### src/rtl/dtdf_pkg.sv
/*
  Package for the toggle, dither and fault control logic: widths, mode codes,
  field layouts and carrier structs.
  Assumes a single 25 MHz system clock and pins synchronised inside the core.
*/
package dtdf_pkg;

  localparam int CHANNELS  = 8;
  localparam int PINS      = 3;
  localparam int DATA_W    = 16;
  localparam int PINSEL_W  = 2;

  localparam logic [15:0] TRIP_TEMP_C = 16'h00a0;
  localparam int          STRAP_WAIT  = 2;

  typedef enum logic {
    DTDF_MODE_TOGGLE,
    DTDF_MODE_DITHER
  } dtdf_mode_t;

  typedef struct packed {
    logic [DATA_W-1:0] reg_a;
    logic [DATA_W-1:0] reg_b;
    logic [PINSEL_W-1:0] pin_sel;
    logic              enable;
    dtdf_mode_t        mode;
  } dtdf_chan_cfg_t;

  typedef struct packed {
    logic over_temp;
    logic serial_error;
  } dtdf_fault_src_t;

endpackage

### src/rtl/dtdf_core.sv
/*
  Toggle/dither DAC register update, fault indicator and reference start-up.
  Assumes toggle pins, chip select/load and the compensation strap come from
  outside the clock domain; temperature and serial error come from logic on i_sys_clk.
*/
`timescale 1ns/1ps
`default_nettype none

module dtdf_core #(
  parameter int CHANNELS = dtdf_pkg::CHANNELS,
  parameter int PINS     = dtdf_pkg::PINS,
  parameter int DATA_W   = dtdf_pkg::DATA_W
) (
  input  wire logic                                    i_sys_clk,
  input  wire logic                                    i_reset,
  input  wire logic [PINS-1:0]                         i_toggle_dither_pins,
  input  wire dtdf_pkg::dtdf_chan_cfg_t [CHANNELS-1:0] i_chan_cfg,
  input  wire logic                                    i_chip_select_load,
  input  wire logic                                    i_command_load,
  input  wire logic [DATA_W-1:0]                       i_command_data,
  input  wire logic [2:0]                              i_command_chan,
  input  wire logic [15:0]                             i_junction_temp_c,
  input  wire logic                                    i_serial_error,
  input  wire logic                                    i_standard_compensation_pin,
  input  wire logic                                    i_ext_ref_select,
  output logic [CHANNELS-1:0][DATA_W-1:0]              o_dac_reg,
  output logic [CHANNELS-1:0]                          o_dac_update,
  output logic                                         o_shift_enable,
  output logic                                         o_command_exec,
  output logic                                         o_fault_out,
  output logic                                         o_fault_oe,
  output logic                                         o_fault_active,
  output logic                                         o_int_ref_enable,
  output logic                                         o_ref_drive
);

  // ==========================================================================
  // Derived sizes
  localparam int SEL_W = dtdf_pkg::PINSEL_W;

  // ==========================================================================
  // Toggle pin synchroniser
  logic [PINS-1:0] pin_meta;
  logic [PINS-1:0] pin_sync;
  logic [PINS-1:0] pin_prev;
  logic [PINS-1:0] next_pin_meta;
  logic [PINS-1:0] next_pin_sync;
  logic [PINS-1:0] next_pin_prev;

  always_comb begin
    next_pin_meta = i_toggle_dither_pins;
    next_pin_sync = pin_meta;
    next_pin_prev = pin_sync;
  end

  always_ff @(posedge i_sys_clk) begin
    if (i_reset) begin
      pin_meta <= '0;
      pin_sync <= '0;
      pin_prev <= '0;
    end else begin
      pin_meta <= next_pin_meta;
      pin_sync <= next_pin_sync;
      pin_prev <= next_pin_prev;
    end
  end

  // ==========================================================================
  // Chip select/load synchroniser
  logic csl_meta;
  logic csl_sync;
  logic csl_prev;
  logic next_csl_meta;
  logic next_csl_sync;
  logic next_csl_prev;

  always_comb begin
    next_csl_meta = i_chip_select_load;
    next_csl_sync = csl_meta;
    next_csl_prev = csl_sync;
  end

  // Idle high, so leaving reset gives no false frame end
  always_ff @(posedge i_sys_clk) begin
    if (i_reset) begin
      csl_meta <= 1'b1;
      csl_sync <= 1'b1;
      csl_prev <= 1'b1;
    end else begin
      csl_meta <= next_csl_meta;
      csl_sync <= next_csl_sync;
      csl_prev <= next_csl_prev;
    end
  end

  // ==========================================================================
  // Compensation strap synchroniser
  logic comp_meta;
  logic comp_sync;
  logic next_comp_meta;
  logic next_comp_sync;

  always_comb begin
    next_comp_meta = i_standard_compensation_pin;
    next_comp_sync = comp_meta;
  end

  always_ff @(posedge i_sys_clk) begin
    if (i_reset) begin
      comp_meta <= 1'b1;
      comp_sync <= 1'b1;
    end else begin
      comp_meta <= next_comp_meta;
      comp_sync <= next_comp_sync;
    end
  end

  // ==========================================================================
  // Edge detection
  logic [PINS-1:0] pin_rise;
  logic [PINS-1:0] pin_fall;
  logic            csl_rise;

  assign pin_rise = pin_sync & ~pin_prev;
  assign pin_fall = ~pin_sync & pin_prev;
  assign csl_rise = csl_sync & ~csl_prev;

  // Edge of the selected pin; an unused select reads as no edge
  function automatic logic pick_edge(input logic [PINS-1:0]  edges,
                                     input logic [SEL_W-1:0] sel);
    logic hit;
    hit = 1'b0;
    for (int i = 0; i < PINS; i++) begin
      if (sel == SEL_W'(i)) begin
        hit = edges[i];
      end
    end
    return hit;
  endfunction

  // ==========================================================================
  // Serial framing
  assign o_shift_enable = ~csl_sync;
  assign o_command_exec = csl_rise;

  // ==========================================================================
  // DAC registers
  logic [CHANNELS-1:0][DATA_W-1:0] dac_reg;
  logic [CHANNELS-1:0][DATA_W-1:0] next_dac_reg;
  logic [CHANNELS-1:0]             dac_update;
  logic [CHANNELS-1:0]             next_dac_update;

  // ==========================================================================
  // Channel decode
  logic [CHANNELS-1:0] chan_rise;
  logic [CHANNELS-1:0] chan_fall;
  logic [CHANNELS-1:0] chan_cmd;

  genvar ch;
  generate
    for (ch = 0; ch < CHANNELS; ch++) begin : g_decode
      assign chan_rise[ch] = pick_edge(pin_rise, i_chan_cfg[ch].pin_sel);
      assign chan_fall[ch] = pick_edge(pin_fall, i_chan_cfg[ch].pin_sel);
      assign chan_cmd[ch]  = csl_rise && i_command_load && (int'(i_command_chan) == ch);
    end
  endgenerate

  generate
    for (ch = 0; ch < CHANNELS; ch++) begin : g_chan
      always_comb begin
        dtdf_pkg::dtdf_chan_cfg_t cfg;
        logic                     rise;
        logic                     fall;
        cfg                 = i_chan_cfg[ch];
        rise                = chan_rise[ch];
        fall                = chan_fall[ch];
        next_dac_reg[ch]    = dac_reg[ch];
        next_dac_update[ch] = 1'b0;
        if (chan_cmd[ch]) begin
          next_dac_reg[ch]    = i_command_data;
          next_dac_update[ch] = 1'b1;
        end else if (cfg.enable) begin
          case (cfg.mode)
            dtdf_pkg::DTDF_MODE_TOGGLE: begin
              if (fall) begin
                next_dac_reg[ch]    = cfg.reg_a;
                next_dac_update[ch] = 1'b1;
              end else if (rise) begin
                next_dac_reg[ch]    = cfg.reg_b;
                next_dac_update[ch] = 1'b1;
              end
            end
            dtdf_pkg::DTDF_MODE_DITHER: begin
              if (rise) begin
                next_dac_reg[ch]    = cfg.reg_b;
                next_dac_update[ch] = 1'b1;
              end
            end
            default: begin
              next_dac_update[ch] = 1'b0;
            end
          endcase
        end
      end
    end
  endgenerate

  always_ff @(posedge i_sys_clk) begin
    if (i_reset) begin
      dac_reg    <= '0;
      dac_update <= '0;
    end else begin
      dac_reg    <= next_dac_reg;
      dac_update <= next_dac_update;
    end
  end

  assign o_dac_reg    = dac_reg;
  assign o_dac_update = dac_update;

  // ==========================================================================
  // Fault indicator
  dtdf_pkg::dtdf_fault_src_t fault_src;
  logic                      fault_set;
  logic                      fault;
  logic                      next_fault;

  always_comb begin
    fault_src.over_temp    = i_junction_temp_c > dtdf_pkg::TRIP_TEMP_C;
    fault_src.serial_error = i_serial_error;
    fault_set              = fault_src.over_temp | fault_src.serial_error;
  end

  // A source still present wins over the release
  always_comb begin
    next_fault = fault;
    if (csl_rise) begin
      next_fault = 1'b0;
    end
    if (fault_set) begin
      next_fault = 1'b1;
    end
  end

  always_ff @(posedge i_sys_clk) begin
    if (i_reset) begin
      fault <= 1'b0;
    end else begin
      fault <= next_fault;
    end
  end

  assign o_fault_out    = 1'b0;
  assign o_fault_oe     = fault;
  assign o_fault_active = fault;

  // ==========================================================================
  // Reference start-up
  logic                              strap_taken;
  logic [dtdf_pkg::STRAP_WAIT-1:0]   strap_wait;
  logic                              strap_ready;
  logic                              int_ref_strap;
  logic                              int_ref_enable;
  logic                              next_strap_taken;
  logic [dtdf_pkg::STRAP_WAIT-1:0]   next_strap_wait;
  logic                              next_int_ref_strap;
  logic                              next_int_ref_enable;

  // Strap is taken only once the synchroniser holds post-reset samples
  always_comb begin
    strap_ready         = strap_wait[dtdf_pkg::STRAP_WAIT-1];
    next_strap_wait     = {strap_wait[dtdf_pkg::STRAP_WAIT-2:0], 1'b1};
    next_strap_taken    = strap_taken | strap_ready;
    next_int_ref_strap  = int_ref_strap;
    if (strap_ready && !strap_taken) begin
      next_int_ref_strap = comp_sync;
    end
    next_int_ref_enable = next_strap_taken & next_int_ref_strap & ~i_ext_ref_select;
  end

  always_ff @(posedge i_sys_clk) begin
    if (i_reset) begin
      strap_taken    <= 1'b0;
      strap_wait     <= '0;
      int_ref_strap  <= 1'b0;
      int_ref_enable <= 1'b0;
    end else begin
      strap_taken    <= next_strap_taken;
      strap_wait     <= next_strap_wait;
      int_ref_strap  <= next_int_ref_strap;
      int_ref_enable <= next_int_ref_enable;
    end
  end

  assign o_int_ref_enable = int_ref_enable;
  assign o_ref_drive      = int_ref_enable;

endmodule

`default_nettype wire

### config.mk
export PLATFORM = sky130hd
export DESIGN_NAME = dtdf_core
export DESIGN_NICKNAME = d
export VERILOG_FILES = /design/src/rtl/dtdf_pkg.sv /design/src/rtl/dtdf_core.sv
export SDC_FILE = /design/constraint.sdc
export NUM_CORES = 1
export LEC_CHECK = 0
export BUFFER_PORTS_ARGS = -buffer_cell sky130_fd_sc_hd__buf_2
export CAP_MARGIN = 0
export CORE_AREA = 4 4 183 185
export DETAILED_ROUTE_END_ITERATION = 16
export DIE_AREA = 0 0 187 189
export PLACE_DENSITY = 0.68
export SLEW_MARGIN = 15
export SYNTH_ARGS = -nofsm -noshare
export SYNTH_HDL_FRONTEND = slang
export SYNTH_SLANG_ARGS = --single-unit
### constraint.sdc
create_clock -name i_sys_clk -period 4 [get_ports i_sys_clk]
set_input_delay 0.4 -clock i_sys_clk [delete_from_list [all_inputs] [get_ports i_sys_clk]]
set_output_delay 0.4 -clock i_sys_clk [all_outputs]
set_load 0.02 [all_outputs]
# Word level (Yosys, flattened, before mapping)

Cells that the tools add are included.

Flip-flop bits (word level): 156
Input bits: 333
Output and inout port bits: 143
Logic and storage cells: 228

Order comparisons: 1
Eq/ne operators: 23
Muxes and demuxes: 132
Bitwise logic cells: 20
Reduce and logical (&&, ||, !) cells: 29

Operator list:

| operator                                                        | number |
|---|---|
| 2-to-1 mux 16 bit                                               | 32 |
| case mux 16 bit (2 select lines)                                | 8 |
| 2-to-1 mux 1 bit                                                | 84 |
| nonzero test 2 bit                                              | 9 |
| equality test 2 x 1 -> 1 bit (second input constant)            | 8 |
| equality test 2 bit (second input constant)                     | 8 |
| greater-than comparator 16 x 8 -> 1 bit (second input constant) | 1 |
| logical NOT 2 bit                                               | 8 |
| case mux 1 bit (2 select lines)                                 | 8 |
| equality test 3 bit (second input constant)                     | 4 |
| NOT 1 bit                                                       | 11 |
| logical AND 1 bit                                               | 10 |
| bitwise AND 3 bit                                               | 2 |
| equality test 3 x 2 -> 1 bit (second input constant)            | 2 |
| NOT 3 bit                                                       | 2 |
| bitwise AND 1 bit                                               | 3 |
| equality test 3 x 1 -> 1 bit (second input constant)            | 1 |
| logical NOT 3 bit                                               | 1 |
| OR 1 bit                                                        | 2 |
| logical NOT 1 bit                                               | 1 |

# Depth between registers and ports, before layout

Gate-level depths: netlist of run 1.

Depth in word-level cells: 10
Depth in mapped cells: 8
Gate-level depth less buffers: 5

# Worst setup path after synthesis of run 1

No wires, ideal clock.

Kind: reg2reg
Start point: reg pin_sync[0] (netlist: next_pin_prev[0])
End point: reg dac_reg (netlist bit o_dac_reg[21])
Arrival time: 1.869 ns
Data required time: 3.878 ns
Slack: 2.009 ns
Cell stages (with the launch flop): 8
Clock period less this slack: 1.991 ns
Cell sequence: dfxtp_1 > buf_2 > nor2b_1 > buf_2 > o311ai_4 > buf_6 > mux2_2 > a221o_1

Longest elaborated chain between the ends: 9
Elaborated cells on any way between the ends: 14
Classes of those cells: mux: 11; bitwise: 3

RTL lines:

| what                                                  | RTL line                           | source |
|---|---|---|
| start: declaration                                    | dtdf_core.sv:44                    | `logic [PINS-1:0] pin_sync;` |
| start signal: assignment                              | dtdf_core.sv:63                    | `pin_sync <= next_pin_sync;` |
| bitwise AND 3 bit or NOT 3 bit (tied branches)        | dtdf_core.sv:124, dtdf_core.sv:125 |  |
| 2-to-1 mux 1 bit or bitwise AND 3 bit (tied branches) | dtdf_core.sv:134, dtdf_core.sv:125 |  |
| 2-to-1 mux 1 bit (2 in a row)                         | dtdf_core.sv:134                   | `if (sel == SEL_W'(i)) begin` |
| 2-to-1 mux 16 bit or 2-to-1 mux 1 bit (tied branches) | --                                 |  |
| 2-to-1 mux 16 bit                                     | dtdf_core.sv:185                   | `if (fall) begin` |
| case mux 16 bit (2 select lines) (*)                  | dtdf_core.sv:183                   | `case (cfg.mode)` |
| 2-to-1 mux 16 bit (*)                                 | dtdf_core.sv:182                   | `end else if (cfg.enable) begin` |
| 2-to-1 mux 16 bit (*)                                 | dtdf_core.sv:179                   | `if (chan_cmd[ch]) begin` |
| end signal: assignment                                | dtdf_core.sv:213                   | `dac_reg <= next_dac_reg;` |
| end: declaration                                      | dtdf_core.sv:148                   | `logic [CHANNELS-1:0][DATA_W-1:0] dac_reg;` |

Every way passes the cells marked *; elsewhere a longest branch is shown, timed or not. The select of a mux whose other input is x is not followed.
A chain may end at the register's enable or synchronous reset.

# Final worst setup path of run 1

Start point: reg csl_sync
End point: reg dac_reg (netlist bit o_dac_reg[78])

Longest elaborated chain between the ends: 4
Elaborated cells on any way between the ends: 5
Classes of those cells: mux: 1; bitwise: 1; reduce/logical: 3

RTL lines:

| what                                                    | RTL line         | source |
|---|---|---|
| start: declaration                                      | dtdf_core.sv:71  | `logic csl_sync;` |
| start signal: assignment                                | dtdf_core.sv:91  | `csl_sync <= next_csl_sync;` |
| bitwise AND 1 bit (*)                                   | dtdf_core.sv:126 | `assign csl_rise = csl_sync & ~csl_prev;` |
| logical AND 1 bit (*) (2 in a row)                      | dtdf_core.sv:164 | `assign chan_cmd[ch] = csl_rise && i_command_load && (int'(i_command_chan) == ch);` |
| 2-to-1 mux 16 bit or nonzero test 2 bit (tied branches) | --               |  |

Every way passes the cells marked *; elsewhere a longest branch is shown, timed or not.

==> results of run 1 <==
## metrics by stage
step                      cell area [sq um]  worst slack, ps  hold WS [ps]  std cells
final                                 13000             1320           117       1891
after global routing                  13000             1170           103       1891
after CTS                             13000             1330          82.7       1885
after detailed placement              12300             1170           427       1854
after global placement                12300             1220           413       1854
after floorplan                        9960             2010           389       1075
## worst paths after layout
check / start / to / slack (ps)
hold reg to reg: csl_meta / csl_sync / 440
setup reg to reg: csl_sync / o_dac_reg[78] / 1320
setup / recovery: csl_sync / o_dac_reg[78] / 1320
hold / removal: i_ext_ref_select / o_int_ref_enable / 120
## synthesized netlist by cell type, types with 7 or more instances
cell      instances  area (sq um)
nor3b_1         115           863
buf_2            30           150
nor2_1            9          33.8
nand2_1         146           548
nor2b_1          12          75.1
a221o_1          16           160
o221ai_2         50           751
mux2i_1         112          1120
clkbuf_1         49           184
o21ai_0           8          40.0
a21oi_1         128           641
nand3b_1         18           135
buf_4            18           135
nor4b_1           7          61.3
o221ai_1         61           534
and4bb_2          8           100
dfxtp_1         156          3120
and4bb_1          7          87.6
mux2_2           16           180
o21a_1            7          52.6
buf_6            14           158
## area by class of cell
cell class | count | area [sq um] | share of cell area, %
clock buffer | 21 | 460 | 3.55
antenna | 5 | 12.5 | 0.0964
tap | 408 | 510 | 3.93
inverter | 3 | 11.3 | 0.0868
multi-input combinational | 796 | 6180 | 47.6
timing repair buffer | 492 | 2520 | 19.4
sequential | 156 | 3120 | 24.1
clock inverter | 10 | 163 | 1.25
## routing by layer
| layer | track usage, % | wire, microns | up-vias |
|---|---|---|---|
| met5 | 0 | 61 | - |
| met4 | 9.76 | 1550 | 8 |
| met3 | 5.97 | 3430 | 84 |
| met2 | 40.4 | 21400 | 553 |
| met1 | 29.2 | 17700 | 5084 |
| li1 | - | - | 4859 |
## cell usage in the layout, fill, tap and decap left out, types with 17 or more instances in the layout
cell type and count:
o221ai_2 50, buf_4 17, o221ai_1 61, a21oi_1 128
nand2_1 146, buf_2 473, dfxtp_1 156, nand3b_1 18
nor3b_1 115, clkbuf_16 17, mux2i_1 112
## cell families (layout without fill, tap and decap cells)
| family | count (synthesis) | after routing |
|---|---|---|
| multiplexers | 128 | 128 |
| AND/OR/NAND/NOR | 376 | 376 |
| AO/OA/AOI/OAI | 291 | 291 |
| flip-flops | 156 | 156 |
| buffers and inverters | 123 | 526 |
| other | 1 | 6 |
## power groups by stage
stage / Sequential (mW) / Combinational (mW) / Clock, mW
floorplan: 1.77 / 0.398 / 0
global placement: 1.71 / 0.815 / 0
detailed placement: 1.71 / 0.825 / 0
CTS: 1.67 / 0.827 / 1.82
global route: 1.68 / 0.880 / 1.88
finish: 1.68 / 0.825 / 1.78
==> summary.txt, run 1 <==
status: completed
Tcrit/Tclk final: 67.1%
routed wire length: 44,200 microns
layout cells sized above 1: 42.7%
mux cell area share after synthesis: 13.1%
# DRC: 0
max reg flops: 128
I/O pins: 476
Hold Vio Cnt, Final: 0
initial antenna violation count: 9
max_cap viols: 0
Post-synth top flop: dfxtp_1
hold path cells: 2
leakage power: 5.79 nW
Clock Path Buffers: 2
Yosys reg bits: 156
CP max stage delay: 740 ps
Die W: 187 microns
GRT Total Usage: 23.9%
Final Power: 4.28 mW
CTS tree: done
first-pass GRT wire length: 64,800 microns
Critical Path Start Type: flip-flop
post-layout min period: 2680 ps
clock tree sinks: 156
# nets final: 1,799
Mapped Area: 9960 sq um
Peak Freq: 0.373 GHz
WP buf/inv: 0
Compound-Gate Fraction of Synth Area: 23.8%
post-synth net total: 1,408
Die Span Y: 189 microns
Min-Delay Path Class: in2reg
Clk network pwr share: 41.6%
Int Pwr: 3.04 mW
vias in the first global route: 10,330
Rel. slew slack: 19.5%
Gate Count Post-Synth: 1,075
crit path cell chain: or3b_1 -> nor2_2 -> or3b_1 -> o221ai_1
number of synthesized flops with an enable pin: 0
cell family with most CP delay: simple AND/OR/NAND/NOR gates
post_cts resized: 0
XOR/XNOR Fraction of Synth Area: 0%
via count: 10,588
Die Footprint: 35,300 sq um
Starting Density: 31.1%
worst-margin pin slew: 1200 ps
worst-case reg-to-reg path depth: 4
Final setup viols: 0
Post-CTS Hold Fix Bufs: 0
critical path endpoint category: flip-flop
post-synthesis cell type count: 61
DR iter-0 viols: 619
H-Tree Level Count: 4
post-detailed-route count of antenna-violating nets: 0
Worst-path clk slew: 70 ps
number of fill cells: 3,216
Peak VDD IR: 0.278 mV
# rows: 66
Seq pwr share: 39.1%
sw frac: 29.0%
WP data required: 4270 ps
Crit Path Class: reg2reg
GRT overflow: 0
postcts setup bufs: 0
Port Buf Inserts: 474
cell count along the critical path: 4
async set-or-reset flop fraction in the synthesized netlist: 0%
Post-Route Setup TNS: 0 ps
Pins Over Slew Limit: 0
Comb power frac: 19.3%
simple-gate share of the synthesized area: 24.2%
syn_area_per_cell: 9.26 sq um
Core Box Area: 32,000 sq um
global placement routability congestion: 0.914
routed vias/inst: 5.60
drt first pass iters: 5
NetSw: 1.24 mW
Final HPWL DP: 31,900 microns
CTS Buf Count: 17
highest net fanout along the worst path: 17
Post-Synth Adder-Cell Area: 0%
Crit path arrival time: 2960 ps
sequential area share after synthesis: 31.4%
Clk Latency, worst-skew pair: 440 ps
yosys warns: 0
largest family of logic cells by synthesized area: simple AND/OR/NAND/NOR gates
routed len/inst: 23.4 microns
skew final: 8.23 ps
Power Density: 330 nW/um^2
largest net degree at the start of global routing: 70
Final Core Density: 40.5%
crit path max-delay cell type: or3b_1
unrepaired setup endpoints after global routing: no
Layout area overhead: 30.3%
Top cell by count, worst path: or3b_1
CTS Root Cell: clkbuf_16
No activity file was read; power rests on OpenSTA's default activity.
==> inputs of run 2 (changes only) <==
--- a/config.mk
+++ b/config.mk
@@ -7,10 +7,10 @@
 export LEC_CHECK = 0
 export BUFFER_PORTS_ARGS = -buffer_cell sky130_fd_sc_hd__buf_2
 export CAP_MARGIN = 0
-export CORE_AREA = 4 4 183 185
+export CORE_AREA = 4 4 182 184
 export DETAILED_ROUTE_END_ITERATION = 16
-export DIE_AREA = 0 0 187 189
-export PLACE_DENSITY = 0.68
+export DIE_AREA = 0 0 186 188
+export PLACE_DENSITY = 0.7
 export SLEW_MARGIN = 15
 export SYNTH_ARGS = -nofsm -noshare
 export SYNTH_HDL_FRONTEND = slang
==> constraint.sdc (replaced) <==
create_clock -name i_sys_clk -period 2.27 [get_ports i_sys_clk]
set_input_delay 0.227 -clock i_sys_clk [delete_from_list [all_inputs] [get_ports i_sys_clk]]
set_output_delay 0.227 -clock i_sys_clk [all_outputs]
set_load 0.02 [all_outputs]
==> run 2 against run 1 <==
Compared with the run above: setup slack worse by 1200 ps; die area is 1.1% lower; non-clock buffer count is 117 higher; cell count is 5.7% higher; clock-buffer cell count is 3 lower; register-to-register slack worse by 1200 ps; critical path depth is 3 higher; largest cell class unchanged; critical path type unchanged; clock skew is 2.9 ps higher; clock power is 65% higher.
==> summary.txt, run 2 (synthesized netlist as in run 1, its figures left out) <==
Top cell by count, worst path: buf_4
critical path endpoint category: flip-flop
Layout area overhead: 43.0%
dpl ws: 14.1 ps
Final HPWL DP: 32,000 microns
Clock Path Buffers: 2
hold path cells: 3
global placement routability congestion: 0.862
drt first pass iters: 5
max reg flops: 128
I/O pins: 476
post-detailed-route count of antenna-violating nets: 0
skew final: 11.1 ps
GRT Total Usage: 24.4%
Min-Delay Path Class: in2reg
worst-case reg-to-reg path depth: 7
slack of the worst reg-to-reg path: 120 ps
max_cap viols: 0
vias in the first global route: 10,905
Die Span Y: 188 microns
status: completed
# DRC: 0
CTS tree: done
post-layout min period: 2150 ps
CTS Root Cell: clkbuf_16
leakage power: 6.36 nW
crit path cell chain: nand2b_1 -> buf_4 -> o21ai_2 -> o311ai_4 -> buf_4 -> mux2_2 -> a221o_1
Crit path arrival time: 2460 ps
Power Density: 528 nW/um^2
cell count along the critical path: 7
Worst-path clk slew: 70 ps
via count: 10,990
Port Buf Inserts: 474
CP startpoint: pin_prev[2]
Die Footprint: 35,000 sq um
CP max stage delay: 480 ps
Tcrit/Tclk final: 94.6%
initial antenna violation count: 3
first-pass GRT wire length: 65,600 microns
routed wire length: 45,100 microns
routed vias/inst: 5.50
Clk Latency, worst-skew pair: 430 ps
Pins Over Slew Limit: 0
most common cell after layout, fill and taps aside: buf_2
placed standard-cell area: 12,700 sq um
# rows: 65
Crit Path Class: reg2reg
cell family with most CP delay: compound AO/OA/AOI/OAI gates
layout cells sized above 1: 42.0%
Final Instance Area: 14,200 sq um
Critical Path Start Type: flip-flop
Die W: 186 microns
hold_sp: i_chan_cfg[276]
Hold Vio Cnt, Final: 0
Peak VDD IR: 0.467 mV
setup slack after layout: 124 ps
reg2reg start: pin_prev[2]
DR iter-0 viols: 595
unrepaired setup endpoints after global routing: yes
highest net fanout along the worst path: 17
diode count: 0
commonest non-fill, non-tap cells in the layout: buf_2, dfxtp_1, nand2_1
GRT overflow: 0
Starting Density: 31.7%
Peak Freq: 0.466 GHz
H-Tree Level Count: 4
largest net degree at the start of global routing: 82
worst-margin pin slew: 944 ps
clock tree sinks: 156
crit path max-delay cell type: dfxtp_1
CP Capture Point: o_dac_reg[30]
Core Box Area: 31,400 sq um
WP buf/inv: 2
# nets final: 1,916
reg2reg end: o_dac_reg[30]
routed len/inst: 22.6 microns
Rel. slew slack: 37.1%
Final setup viols: 0
WP data required: 2580 ps
CTS Buf Count: 17
==> run 2: cell count changes in the layout (fill, tap and decap cells not counted), sizes merged <==
cell / previous run / this run
clkinvlp: 2 / 3
dlygate4sd3: 0 / 83
clkinv: 2 / 5
buf: 492 / 526
bufinv: 4 / 1
diode: 5 / 0
inv: 5 / 8
clkbuf: 21 / 18
==> run 2: worst min-delay path: stages <==
cell	delay [ps]
buf_2	80
nand2_1	40
o221ai_1	60
==> run 2: routing by layer <==
| metal | vias to the layer above | GRT usage, % | share of wire [%] |
|---|---|---|---|
| met5 | - | 0 | 0.091 |
| met4 | 6 | 11.3 | 4.8 |
| met3 | 105 | 5.63 | 7.6 |
| met2 | 557 | 41.4 | 48 |
| met1 | 5222 | 29.1 | 39 |
| li1 | 5100 | - | - |
==> run 2: timing repair <==
item	4_1_cts	5_1_grt
hold buffers	83	0
pin swaps	1	5
gates resized for setup	0	4
endpoints found under the hold margin	83	0
endpoints found under the setup margin	4	70
setup buffers	1	5
==> run 2: worst min-delay path by stage <==
| stage | slack (ps) | end |
|---|---|---|
| 2_1_floorplan | 310 | o_int_ref_enable |
| 3_3_place_gp | 390 | o_int_ref_enable |
| 3_5_place_dp | 390 | comp_sync |
| 4_1_cts | 1 | o_dac_reg[112] |
| 5_1_grt | 3 | o_dac_reg[12] |
| 6_report | 10 | o_dac_reg[116] |
==> run 2: area by class of cell <==
class,count,area [sq um]
fill,2993,17200
multi-input combinational,796,6200
timing repair buffer,609,3820
sequential,156,3120
tap,402,503
clock buffer,18,439
clock inverter,14,136
inverter,3,11.3
==> run 2: stage by stage <==
step	total power, mW	hold slack, ps	setup TNS [ps]	cells	util (%)
floorplan	3.82	306	0	1075	-
global placement	4.50	393	0	1877	40.4
detailed placement	4.52	394	0	1877	40.4
CTS	7.57	1.07	0	1993	45.0
global route	7.81	2.76	-19.8	1998	45.4
finish	7.51	14.2	0	1998	45.4
==> run 2: where the power goes <==
| group | internal, mW | leakage (nW) | switching, mW |
|---|---|---|---|
| registers | 2.86 | 1.27 | 0.0919 |
| clock network | 1.57 | 0.274 | 1.36 |
| logic | 0.744 | 4.81 | 0.893 |
==> inputs of run 3 (changes only) <==
--- a/config.mk
+++ b/config.mk
@@ -10,7 +10,7 @@
 export CORE_AREA = 4 4 182 184
 export DETAILED_ROUTE_END_ITERATION = 16
 export DIE_AREA = 0 0 186 188
-export PLACE_DENSITY = 0.7
+export PLACE_DENSITY = 0.61
 export SLEW_MARGIN = 15
 export SYNTH_ARGS = -nofsm -noshare
 export SYNTH_HDL_FRONTEND = slang
==> run 3 against run 2 <==
Compared with the run above: global-route usage is 0.26 points higher; core utilization is 0.47 points lower; via count hardly changed; first-iteration DRC count is 6.7% higher; sequential power hardly changed; non-clock buffer count is 7 lower; sequential share of layout area is 0.22 points higher; largest power group unchanged.
==> summary.txt, run 3 (synthesized netlist as in run 1, its figures left out) <==
layout cells sized above 1: 41.9%
Final setup viols: 0
Worst-path clk slew: 70 ps
routed len/inst: 23.0 microns
Core Box Area: 31,400 sq um
largest net degree at the start of global routing: 71
Post-Route Setup TNS: 0 ps
Clock Path Buffers: 2
I/O pins: 476
Starting Density: 31.7%
post-layout min period: 2120 ps
Die Footprint: 35,000 sq um
# rows: 65
drt first pass iters: 5
DR iter-0 viols: 635
Port Buf Inserts: 474
Pins Over Slew Limit: 0
final hold slack: 23.9 ps
Final Instance Area: 14,100 sq um
Peak Freq: 0.471 GHz
Peak VDD IR: 0.465 mV
# DRC: 0
Critical Path Start Type: flip-flop
most common cell after layout, fill and taps aside: buf_2
Clk Latency, worst-skew pair: 430 ps
number of fill cells: 3,083
Crit Path Class: reg2reg
leakage power: 6.30 nW
placed cells: 1,876
max_cap viols: 0
clock tree sinks: 156
global placement routability congestion: 0.894
Layout area overhead: 41.5%
highest net fanout along the worst path: 10
status: completed
CTS tree: done
skew final: 18.7 ps
Power Density: 531 nW/um^2
via count: 10,982
vias in the first global route: 10,765
commonest non-fill, non-tap cells in the layout: buf_2, dfxtp_1, nand2_1
Rel. slew slack: 33.5%
unrepaired setup endpoints after global routing: no
initial antenna violation count: 8
max reg flops: 128
CTS Buf Count: 17
CTS Root Cell: clkbuf_16
routed vias/inst: 5.50
Min-Delay Path Class: in2reg
Die W: 186 microns
Tcrit/Tclk final: 93.5%
critical path endpoint category: flip-flop
GRT overflow: 0
Hold Vio Cnt, Final: 0
Die Span Y: 188 microns
post-detailed-route count of antenna-violating nets: 0
GRT Total Usage: 24.7%
Finished Layout Cells: 1,995
routed wire length: 46,000 microns
first-pass GRT wire length: 66,100 microns
slack of the worst reg-to-reg path: 150 ps
# nets final: 1,909
placed standard-cell area: 12,700 sq um
Final HPWL DP: 32,800 microns
H-Tree Level Count: 4
worst-margin pin slew: 998 ps
Crit path arrival time: 2470 ps
WP data required: 2610 ps
==> run 3: cell types whose count changed in the layout (fill, tap and decap cells not counted), moves of 2 or more <==
cell | before | now
buf_4 | 34 | 36
buf_12 | 18 | 12
inv_6 | 5 | 2
diode_2 | 0 | 4
dlygate4sd3_1 | 83 | 79
inv_8 | 0 | 2
==> run 3: layout make-up <==
type | instances | area (sq um) | share of cell area [%]
Clock inverter | 14 | 139 | 0.986
Tap cell | 402 | 503 | 3.57
Inverter | 3 | 11.3 | 0.0799
Clock buffer | 18 | 429 | 3.05
Multi-Input combinational cell | 796 | 6180 | 43.9
Sequential cell | 156 | 3120 | 22.2
Timing Repair Buffer | 602 | 3690 | 26.2
Antenna cell | 4 | 10.0 | 0.0710
==> run 3: critical path, cell delays in order (launching register included) <==
cell,delay (ps)
dfxtp_1,490
and4bb_2,270
nor3_2,400
or2_1,180
or3b_1,360
buf_4,190
o221ai_1,160
==> run 3: final timing paths <==
check	cells past startpoint	to	startpoint
worst max-delay path	6	o_dac_reg[110]	next_pin_prev[2]
worst min-delay path	3	o_dac_reg[107]	i_chan_cfg[247]
worst max register to register	6	o_dac_reg[110]	next_pin_prev[2]
worst min register to register	1	csl_sync	csl_meta
==> run 3: repair_timing <==
item,in CTS,in global routing
setup buffers,0,3
hold buffers,79,0
endpoints found under the setup margin,0,29
endpoints found under the hold margin,79,0
gates resized for setup,0,1
==> run 3: power breakdown <==
| part | total, mW | switching [mW] | internal (mW) |
|---|---|---|---|
| Clock | 2.90 | 1.36 | 1.54 |
| Sequential | 2.95 | 0.0911 | 2.86 |
| Combinational | 1.63 | 0.897 | 0.731 |
| Total | 7.48 | 2.35 | 5.13 |
==> run 3: layer usage <==
| layer | global-route usage (%) | up-vias | share of wire [%] |
|---|---|---|---|
| met3 | 5.74 | 92 | 7.5 |
| met4 | 9.78 | 10 | 3.5 |
| met5 | 0 | - | 0.16 |
| li1 | - | 5093 | - |
| met1 | 29.9 | 5211 | 39 |
| met2 | 42.1 | 576 | 49 |
==> run 3: metrics by stage <==
step           utilization [%]  total power, mW  setup slack [ps]
6_report                  44.9             7.48               148
5_1_grt                   44.9             7.76              11.9
4_1_cts                   44.7             7.53              65.8
3_5_place_dp              40.4             4.53              66.4
3_3_place_gp              40.4             4.51               129
2_1_floorplan                -             3.82               279
